File: config.mk
export PLATFORM = sky130hd
export DESIGN_NAME = mdm_control
export DESIGN_NICKNAME = d
export VERILOG_FILES = /design/src/inc/mdm_pkg.sv /design/src/inc/mdm_div_if.sv /design/src/core/mdm_control.sv /design/src/core/mdm_divider.sv
export SDC_FILE = /design/constraint.sdc
export NUM_CORES = 2
export LEC_CHECK = 0
export BUFFER_PORTS_ARGS = -buffer_cell sky130_fd_sc_hd__buf_2
export CORE_MARGIN = 2
export CORE_UTILIZATION = 49
export CTS_BUF_LIST = sky130_fd_sc_hd__clkbuf_4
export DETAILED_ROUTE_END_ITERATION = 8
export GPL_TIMING_DRIVEN = 0
export PLACE_DENSITY = 0.69
export REMOVE_ABC_BUFFERS = 1
export SLEW_MARGIN = 20
export SYNTH_ARGS = -nofsm -noshare
export SYNTH_HDL_FRONTEND = slang
export SYNTH_SLANG_ARGS = --single-unit
File: constraint.sdc
create_clock -name CLOCK_I -period 6.7 [get_ports CLOCK_I]
set_input_delay 1.005 -clock CLOCK_I [delete_from_list [all_inputs] [get_ports CLOCK_I]]
set_output_delay 1.005 -clock CLOCK_I [all_outputs]
set_load 0.005 [all_outputs]
File: src/inc/mdm_pkg.sv
// ********************************************************
// Shared constants of the arithmetic unit
// ********************************************************
package mdm_pkg;
  // Widths
  localparam int ADDR_W   = 20;
  localparam int DATA_W   = 16;
  localparam int CTRL_W   = 8;
  localparam int OP_W     = 32;
  localparam int BITPOS_W = 3;

  // Register addresses
  localparam logic [ADDR_W-1:0] ADDR_C_LOW  = 20'hF_00E0;
  localparam logic [ADDR_W-1:0] ADDR_C_HIGH = 20'hF_00E2;
  localparam logic [ADDR_W-1:0] ADDR_CTRL   = 20'hF_00E8;
  localparam logic [ADDR_W-1:0] ADDR_A_LOW  = 20'hF_00F0;
  localparam logic [ADDR_W-1:0] ADDR_A_HIGH = 20'hF_00F2;
  localparam logic [ADDR_W-1:0] ADDR_B_LOW  = 20'hF_00F4;
  localparam logic [ADDR_W-1:0] ADDR_B_HIGH = 20'hF_00F6;

  // Control register field positions
  localparam int BIT_DIV  = 7;
  localparam int BIT_ACC  = 6;
  localparam int BIT_SGN  = 3;
  localparam int BIT_OVF  = 2;
  localparam int BIT_SIGN = 1;
  localparam int BIT_RUN  = 0;

  // Reset values
  localparam logic [CTRL_W-1:0] CTRL_RESET = 8'h00;
  localparam logic [DATA_W-1:0] DATA_RESET = 16'h0000;

  // Timing counts in operation clocks
  localparam int MUL_CYCLES = 1;
  localparam int DIV_CYCLES = 16;
  localparam int DIV_CNT_W  = 5;

  // Multiply and accumulate sequencing
  typedef enum logic [1:0] {ST_IDLE, ST_MUL, ST_ACC} mdm_stage_e;
endpackage : mdm_pkg

File: src/inc/mdm_div_if.sv
`timescale 1ns/1ps
// ********************************************************
// Link between control logic and divider core
// ********************************************************
interface mdm_div_if;
  import mdm_pkg::*;
  logic            start;
  logic [OP_W-1:0] dividend;
  logic [OP_W-1:0] divisor;
  logic            done;
  logic [OP_W-1:0] quotient;
  logic [OP_W-1:0] remainder;
  modport ctrl (output start, dividend, divisor,
                input  done, quotient, remainder);
  modport core (input  start, dividend, divisor,
                output done, quotient, remainder);
endinterface : mdm_div_if

File: src/core/mdm_control.sv
`timescale 1ns/1ps
// ********************************************************
// Multiplier, accumulator and divider control
// ********************************************************
module mdm_control
(
  input  wire logic                       CLOCK_I,
  input  wire logic                       RST_I,
  input  wire logic [mdm_pkg::ADDR_W-1:0] ADDR_I,
  input  wire logic [mdm_pkg::DATA_W-1:0] WDATA_I,
  input  wire logic                       WR_I,
  input  wire logic                       BIT_WR_I,
  input  wire logic [mdm_pkg::BITPOS_W-1:0] BIT_POS_I,
  input  wire logic                       BIT_VAL_I,
  input  wire logic                       RD_I,
  output logic      [mdm_pkg::DATA_W-1:0] RDATA_O,
  output logic                            ARITH_DONE_IRQ_O
);
  import mdm_pkg::*;

  // ********************************************************
  // Declarations
  // ********************************************************
  logic [CTRL_W-1:0] ctrl_reg;
  logic [CTRL_W-1:0] ctrl_next;
  logic [DATA_W-1:0] op_a_low_reg;
  logic [DATA_W-1:0] op_a_high_reg;
  logic [DATA_W-1:0] res_b_low_reg;
  logic [DATA_W-1:0] res_b_high_reg;
  logic [DATA_W-1:0] acc_c_low_reg;
  logic [DATA_W-1:0] acc_c_high_reg;
  mdm_stage_e        state_reg;
  mdm_stage_e        state_next;
  logic              irq_next;

  logic              wr_ctrl;
  logic              bit_wr;
  logic              sw_ctrl_wr;
  logic [CTRL_W-1:0] bit_mask;
  logic [CTRL_W-1:0] ctrl_bitmod;
  logic [CTRL_W-1:0] sw_val;
  logic              wr_al;
  logic              wr_ah;
  logic              wr_bl;
  logic              wr_bh;
  logic              wr_cl;
  logic              wr_ch;

  logic              mode_div;
  logic              mode_acc;
  logic              mode_sgn;
  logic              mode_div_n;
  logic              mode_acc_n;
  logic              mode_sgn_n;
  logic              run_set;
  logic              run_n;
  logic              ovf_n;
  logic              sign_n;
  logic              div_start;
  logic              div_done;
  logic              mul_trig;
  logic              acc_step;

  logic [OP_W-1:0]        prod_u;
  logic signed [OP_W-1:0] prod_s;
  logic [OP_W-1:0]        prod_w;
  logic [OP_W-1:0]        acc_val;
  logic [OP_W-1:0]        prod_val;
  logic [OP_W:0]          sum_w;
  logic                   ovf_u;
  logic                   ovf_s;
  logic                   ovf_now;
  logic [DATA_W-1:0]      rd_mux;

  mdm_div_if div_bus ();

  // ********************************************************
  // Register access decode
  // ********************************************************
  // Byte and bit writes both land on the control register
  assign wr_ctrl     = WR_I && (ADDR_I == ADDR_CTRL);
  assign bit_wr      = BIT_WR_I && (ADDR_I == ADDR_CTRL);
  assign sw_ctrl_wr  = wr_ctrl || bit_wr;
  assign bit_mask    = 8'h01 << BIT_POS_I;
  assign ctrl_bitmod = BIT_VAL_I ? (ctrl_reg | bit_mask)
                                 : (ctrl_reg & ~bit_mask);
  assign sw_val      = wr_ctrl ? WDATA_I[CTRL_W-1:0] : ctrl_bitmod;

  // Data registers take 16-bit writes only
  assign wr_al = WR_I && (ADDR_I == ADDR_A_LOW);
  assign wr_ah = WR_I && (ADDR_I == ADDR_A_HIGH);
  assign wr_bl = WR_I && (ADDR_I == ADDR_B_LOW);
  assign wr_bh = WR_I && (ADDR_I == ADDR_B_HIGH);
  assign wr_cl = WR_I && (ADDR_I == ADDR_C_LOW);
  assign wr_ch = WR_I && (ADDR_I == ADDR_C_HIGH);

  // ********************************************************
  // Mode decode and control register next value
  // ********************************************************
  // Current mode; division masks the accumulate and signed selects
  assign mode_div = ctrl_reg[BIT_DIV];
  assign mode_acc = ctrl_reg[BIT_ACC] && !mode_div;
  assign mode_sgn = ctrl_reg[BIT_SGN] && !mode_div;

  // Selects change only on a processor write
  assign mode_div_n = sw_ctrl_wr ? sw_val[BIT_DIV] : ctrl_reg[BIT_DIV];
  assign mode_acc_n = sw_ctrl_wr ? sw_val[BIT_ACC] : ctrl_reg[BIT_ACC];
  assign mode_sgn_n = sw_ctrl_wr ? sw_val[BIT_SGN] : ctrl_reg[BIT_SGN];

  // Run sets only in division mode and cannot be cleared by software
  assign run_set   = sw_ctrl_wr && sw_val[BIT_RUN] && mode_div_n;
  assign div_done  = div_bus.done;
  assign run_n     = div_done ? 1'b0
                              : (ctrl_reg[BIT_RUN] || run_set);
  assign div_start = run_set && !ctrl_reg[BIT_RUN];

  // Flags move with accumulation, sign also on a C high write in signed accumulate; control writes skip them
  assign ovf_n  = acc_step ? ovf_now : ctrl_reg[BIT_OVF];
  assign sign_n = acc_step ? (mode_sgn && sum_w[OP_W-1])
                : (wr_ch && mode_acc && mode_sgn) ? WDATA_I[DATA_W-1]
                : ctrl_reg[BIT_SIGN];

  // Bits 5 and 4 are wired to zero
  assign ctrl_next = {mode_div_n, mode_acc_n, 2'b00,
                      mode_sgn_n, ovf_n, sign_n, run_n};

  // ********************************************************
  // Multiply and accumulate datapath
  // ********************************************************
  // Operand A low times operand A high, either signedness
  assign prod_u = op_a_low_reg * op_a_high_reg;
  assign prod_s = $signed(op_a_low_reg) * $signed(op_a_high_reg);
  assign prod_w = mode_sgn ? prod_s : prod_u;

  // Accumulator plus the product latched in the result registers
  assign acc_val  = {acc_c_high_reg, acc_c_low_reg};
  assign prod_val = {res_b_high_reg, res_b_low_reg};
  assign sum_w    = {1'b0, acc_val} + {1'b0, prod_val};

  // Carry out for unsigned, same-sign flip for signed
  assign ovf_u   = sum_w[OP_W];
  assign ovf_s   = (acc_val[OP_W-1] == prod_val[OP_W-1]) &&
                   (sum_w[OP_W-1] != acc_val[OP_W-1]);
  assign ovf_now = mode_sgn ? ovf_s : ovf_u;

  // Only a multiplier write starts a multiply, never a control write
  assign mul_trig = wr_ah && !mode_div;
  assign acc_step = (state_reg == ST_ACC);

  // Divider sees the stored dividend and divisor at start
  assign div_bus.start    = div_start;
  assign div_bus.dividend = {op_a_high_reg, op_a_low_reg};
  assign div_bus.divisor  = {res_b_high_reg, res_b_low_reg};

  // Done interrupt from division or accumulate overflow
  assign irq_next = (div_done && !ctrl_reg[BIT_ACC]) ||
                    (acc_step && ovf_now);

  // ********************************************************
  // Sequencer
  // ********************************************************
  // Multiply in one clock, accumulate in the next
  always_comb
  begin
    state_next = ST_IDLE;
    case (state_reg)
      ST_IDLE: state_next = ST_IDLE;
      ST_MUL:  state_next = mode_acc ? ST_ACC : ST_IDLE;
      ST_ACC:  state_next = ST_IDLE;
      default: state_next = ST_IDLE;
    endcase
    if (mul_trig)
    begin
      state_next = ST_MUL;
    end
  end

  // ********************************************************
  // Registers
  // ********************************************************
  // Control register and sequencer
  always_ff @(posedge CLOCK_I)
  begin
    if (RST_I)
    begin
      ctrl_reg         <= CTRL_RESET;
      state_reg        <= ST_IDLE;
      ARITH_DONE_IRQ_O <= 1'b0;
    end
    else
    begin
      ctrl_reg         <= ctrl_next;
      state_reg        <= state_next;
      ARITH_DONE_IRQ_O <= irq_next;
    end
  end

  // Operand A holds multiplicand, multiplier or dividend/quotient
  always_ff @(posedge CLOCK_I)
  begin
    if (RST_I)
    begin
      op_a_low_reg  <= DATA_RESET;
      op_a_high_reg <= DATA_RESET;
    end
    else if (div_done)
    begin
      op_a_low_reg  <= div_bus.quotient[DATA_W-1:0];
      op_a_high_reg <= div_bus.quotient[OP_W-1:DATA_W];
    end
    else
    begin
      if (wr_al)
      begin
        op_a_low_reg <= WDATA_I;
      end
      if (wr_ah)
      begin
        op_a_high_reg <= WDATA_I;
      end
    end
  end

  // Result B: product out, divisor in; hardware wins a collision
  always_ff @(posedge CLOCK_I)
  begin
    if (RST_I)
    begin
      res_b_low_reg  <= DATA_RESET;
      res_b_high_reg <= DATA_RESET;
    end
    else if (state_reg == ST_MUL)
    begin
      res_b_low_reg  <= prod_w[DATA_W-1:0];
      res_b_high_reg <= prod_w[OP_W-1:DATA_W];
    end
    else
    begin
      if (wr_bl)
      begin
        res_b_low_reg <= WDATA_I;
      end
      if (wr_bh)
      begin
        res_b_high_reg <= WDATA_I;
      end
    end
  end

  // Accumulator C: sum, remainder or software preset
  always_ff @(posedge CLOCK_I)
  begin
    if (RST_I)
    begin
      acc_c_low_reg  <= DATA_RESET;
      acc_c_high_reg <= DATA_RESET;
    end
    else if (acc_step)
    begin
      acc_c_low_reg  <= sum_w[DATA_W-1:0];
      acc_c_high_reg <= sum_w[OP_W-1:DATA_W];
    end
    else if (div_done)
    begin
      acc_c_low_reg  <= div_bus.remainder[DATA_W-1:0];
      acc_c_high_reg <= div_bus.remainder[OP_W-1:DATA_W];
    end
    else
    begin
      if (wr_cl)
      begin
        acc_c_low_reg <= WDATA_I;
      end
      if (wr_ch)
      begin
        acc_c_high_reg <= WDATA_I;
      end
    end
  end

  // ********************************************************
  // Read port
  // ********************************************************
  // Unmapped addresses read zero; control sits in the low byte
  assign rd_mux =
    (ADDR_I == ADDR_CTRL)   ? {8'h00, ctrl_reg} :
    (ADDR_I == ADDR_A_LOW)  ? op_a_low_reg   :
    (ADDR_I == ADDR_A_HIGH) ? op_a_high_reg  :
    (ADDR_I == ADDR_B_LOW)  ? res_b_low_reg  :
    (ADDR_I == ADDR_B_HIGH) ? res_b_high_reg :
    (ADDR_I == ADDR_C_LOW)  ? acc_c_low_reg  :
    (ADDR_I == ADDR_C_HIGH) ? acc_c_high_reg : DATA_RESET;

  // Read data registered, held until the next read
  always_ff @(posedge CLOCK_I)
  begin
    if (RST_I)
    begin
      RDATA_O <= DATA_RESET;
    end
    else if (RD_I)
    begin
      RDATA_O <= rd_mux;
    end
  end

  // ********************************************************
  // Divider core
  // ********************************************************
  mdm_divider u_divider
  (
    .clk_i  (CLOCK_I),
    .rst_i  (RST_I),
    .div_if (div_bus)
  );
endmodule : mdm_control

File: src/core/mdm_divider.sv
`timescale 1ns/1ps
// ********************************************************
// Unsigned 32/32 restoring divider, two bits per clock
// ********************************************************
module mdm_divider
(
  input  wire logic clk_i,
  input  wire logic rst_i,
  mdm_div_if.core   div_if
);
  import mdm_pkg::*;

  localparam int STEP_BITS = OP_W / DIV_CYCLES;

  logic [DIV_CNT_W-1:0] cnt_reg;
  logic [OP_W-1:0]      quo_reg;
  logic [OP_W-1:0]      dsr_reg;
  logic [OP_W:0]        rem_reg;
  logic [OP_W-1:0]      quo_next;
  logic [OP_W:0]        rem_next;

  // One clock of work; remainder needs a guard bit after the shift
  always_comb
  begin
    quo_next = quo_reg;
    rem_next = rem_reg;
    for (int i = 0; i < STEP_BITS; i++)
    begin
      rem_next = {rem_next[OP_W-1:0], quo_next[OP_W-1]};
      quo_next = {quo_next[OP_W-2:0], 1'b0};
      if (rem_next >= {1'b0, dsr_reg})
      begin
        rem_next    = rem_next - {1'b0, dsr_reg};
        quo_next[0] = 1'b1;
      end
    end
  end

  // Load on start, then step until the count runs out
  always_ff @(posedge clk_i)
  begin
    if (rst_i)
    begin
      cnt_reg <= '0;
      quo_reg <= '0;
      dsr_reg <= '0;
      rem_reg <= '0;
    end
    else if (div_if.start)
    begin
      cnt_reg <= DIV_CNT_W'(DIV_CYCLES);
      quo_reg <= div_if.dividend;
      dsr_reg <= div_if.divisor;
      rem_reg <= '0;
    end
    else if (cnt_reg != '0)
    begin
      cnt_reg <= cnt_reg - 1'b1;
      quo_reg <= quo_next;
      rem_reg <= rem_next;
    end
  end

  // Results are the last step's values, taken by the caller
  assign div_if.done      = (cnt_reg == DIV_CNT_W'(1));
  assign div_if.quotient  = quo_next;
  assign div_if.remainder = rem_next[OP_W-1:0];
endmodule : mdm_divider

==> run metrics <==
Mapped Avg Cell Area 8.146 um2; post-synth top area share 24.19%; Die Span Y 253.6 um; worst hold endpoint u_divider.dsr_reg[2]; Reg-to-Reg Start op_a_low_reg[1]; DR pass1 iterations 9; CTS tree yes; synthesized instance count 3,748; nets@finish 4,400; worst r2r dst res_b_high_reg[12]; Setup WS post-layout 0.1797 ns; CP Launch Type flip-flop; initial antenna violation count 6; Fillers 5,867; most common cell after layout, fill and taps aside inv_1; vias post-DR 27,230; htree depth 3; RSZ-0062 raised after global routing no; core box area 0.06171 mm2; grt total ovfl 0; top fanout value on the critical path 20; Storage cell area 0.004548 mm2; wire length per cell 20.62 um; max_slew headroom 32.07%; CP Cell Sequence and2_1 -> inv_1 -> fa_1 -> fa_1 -> fa_1 -> inv_1 -> fa_1 -> inv_1 -> fa_1 -> fa_1 -> inv_1 -> ha_1 -> a21o_1 -> a21o_1 -> a21o_1 -> nand2_1 -> a21oi_1 -> o31a_1 -> o21a_1 -> nor2_1 -> xnor2_1 -> a211o_1; Pwr per Cell Area 481.8 mW/mm2; hold wc startpoint u_divider.dsr_reg[2]; drt initial violations 2,467; area of the multi-input gates 0.02351 mm2; die area 0.06432 mm2; CTS clk-pin slew, worst paths 0.06 ns; layout cells sized above 1 8.205%; cell family with most CP delay adder cells; GR Layer Usage met2 47.28%; Post-synth ARST share 0%; clk_lat worst skew 0.73 ns; Worst Tran Pin Value 1.015 ns; status finished clean; Initial Util 49.47%; Yosys cell types 83; CP Class reg -> reg; post-synthesis cell area 0.03053 mm2; number of top-level pins 62; met1 global-route usage 40.31%; die width 253.6 um; Hold/Removal Path Class reg -> reg; Slowest cell on crit path dfxtp_2; vias in the first global route 26,750; pre-CTS WS -0.8874 ns; Layout area overhead 7.708%; clock skew 0.06535 ns; area leader, netlist fa_1; crit path DAT 7.10 ns; max_cap viols 0; Placer Congestion 0.9823; fin crit share 97.32%; TritonCTS buffer count 68; min Tclk post-route 6.520 ns; most used cell, CP fa_1; FF-to-FF path depth 22; DRC viols 0; number of synthesized flops with an enable pin 0; CTS max path bufs 3; top_reg_cell synth dfxtp_1; Setup crit end kind flip-flop; pins over their slew limit 0; Max Clock Freq 153.4 MHz; Post-DRT Antenna Nets 0; WHS Path Cells 2; commonest non-fill, non-tap cells in the layout inv_1 (525), nand2_1 (421), fa_1 (367), nor2_1 (283), ha_1 (250); gr usage total 29.53%; CTS sink cnt 222; vias per cell 5.897; reg2reg setup slack 0.18 ns; post-route cell area 0.03289 mm2; Setup TNS 0 ns; LEAKAGE 15.44 nW; clk root buf clkbuf_4; largest cells by area after synthesis fa_1 (24%), dfxtp_1 (15%), ha_1 (10%); slowest stage delay, CP 0.64 ns; buffer and inverter count on the worst path 4; PortBufs 61; DP Area 0.03151 mm2; synthesized flop and latch total 222; largest net degree at the start of global routing 94; Hold Slack 0.4508 ns; first-pass GRT wire length 148,100 um; CP required 7.27 ns; sequential share of the synthesized area 14.56%; final hold violations 0; DP HPWL 71,530 um; Row Count 91; grt peak-use layer met2; peak supply drop 456.6 uV; met3 Use GR 5.039%; Yosys warnings 0; # setup viols final 0; final wirelength 95,230 um
area by class of cell:
type	instances	area share [%]
multi-input cells	2807	71.48
flip-flops and latches	222	13.83
repair buffers	110	2.987
well taps	837	3.185
inverters	526	6.015
diodes	3	0.02283
clock buffers	96	2.192
clock inverters	17	0.2854
repair_timing:
action                                  in CTS  in global routing
gates resized for setup                     58                 24
pin swaps                                    0                  8
hold buffers                                 0                  0
endpoints found under the setup margin      17                 35
setup buffers                                2                 30
hold endpoints to repair                     0                  0
per-layer routing:
| layer | routed length, um | vias up | share of wire [%] |
|---|---|---|---|
| met1 | 40390 | 13240 | 42 |
| met4 | 3775 | 2 | 4.0 |
| li1 | - | 12590 | - |
| met2 | 42450 | 1179 | 45 |
| met3 | 8608 | 222 | 9.0 |
| met5 | 11 | - | 0.012 |
cell families after synthesis:
logic type	synth area share [%]
DFF	14.56
muxes	3.262
and+or+nand+nor	17.44
xor gates and xnor gates	3.701
adders and majority gates	34.48
AOI/OAI and AO/OA	17.58
buffers and inverters	8.983
worst min-delay path: stages (launching register included):
cell and delay, ns:
dfxtp_1 0.31, nand2_1 0.05, a21oi_1 0.05
through the flow:
stage	total power, mW	cells	utilization (%)
floorplan	10.44	3555	-
global placement	13.76	4453	50.42
detailed placement	14.01	4468	51.06
CTS	15.45	4583	52.60
global route	17.17	4618	53.29
finish	15.84	4618	53.29
cell usage after synthesis, types with 11 or more instances:
cell type	n
mux2i_1	77
nor2b_1	21
a311oi_1	15
a21o_1	50
o2111ai_1	14
a22oi_1	17
mux2_2	15
ha_1	251
dfxtp_1	222
xnor2_1	92
clkbuf_1	176
a31oi_1	14
nor2_1	283
o211ai_1	22
nor3_1	78
o221ai_1	19
inv_1	526
nand2b_1	43
a221oi_1	16
and2_1	135
nand4_1	21
o21bai_1	18
and3_1	19
a211oi_1	104
xor2_1	37
nand3_1	70
fa_1	369
a21oi_1	207
nand2_1	424
o22ai_1	11
o21a_1	32
o31ai_1	12
o21ai_0	166
how the worst max path moves through the flow:
stage	from	slack, ns	end	cells after the start
after floorplan	u_divider.dsr_reg[8]	0.30	acc_c_low_reg[12]	19
after global placement	u_divider.dsr_reg[8]	-1.98	u_divider.rem_reg[31]	18
after detailed placement	op_a_low_reg[10]	-0.89	res_b_high_reg[12]	21
after CTS	op_a_low_reg[12]	0.07	res_b_high_reg[12]	22
after global routing	op_a_low_reg[15]	0.01	res_b_high_reg[12]	20
final	op_a_low_reg[1]	0.18	res_b_high_reg[12]	22
power breakdown:
group / internal, mW / total, mW / leakage, nW / switching (mW)
registers: 1.64 / 2.35 / 1.83 / 0.713
logic: 4.77 / 12.2 / 13.1 / 7.39
clock network: 0.694 / 1.33 / 0.499 / 0.636
(Power assumes the default switching activity.)
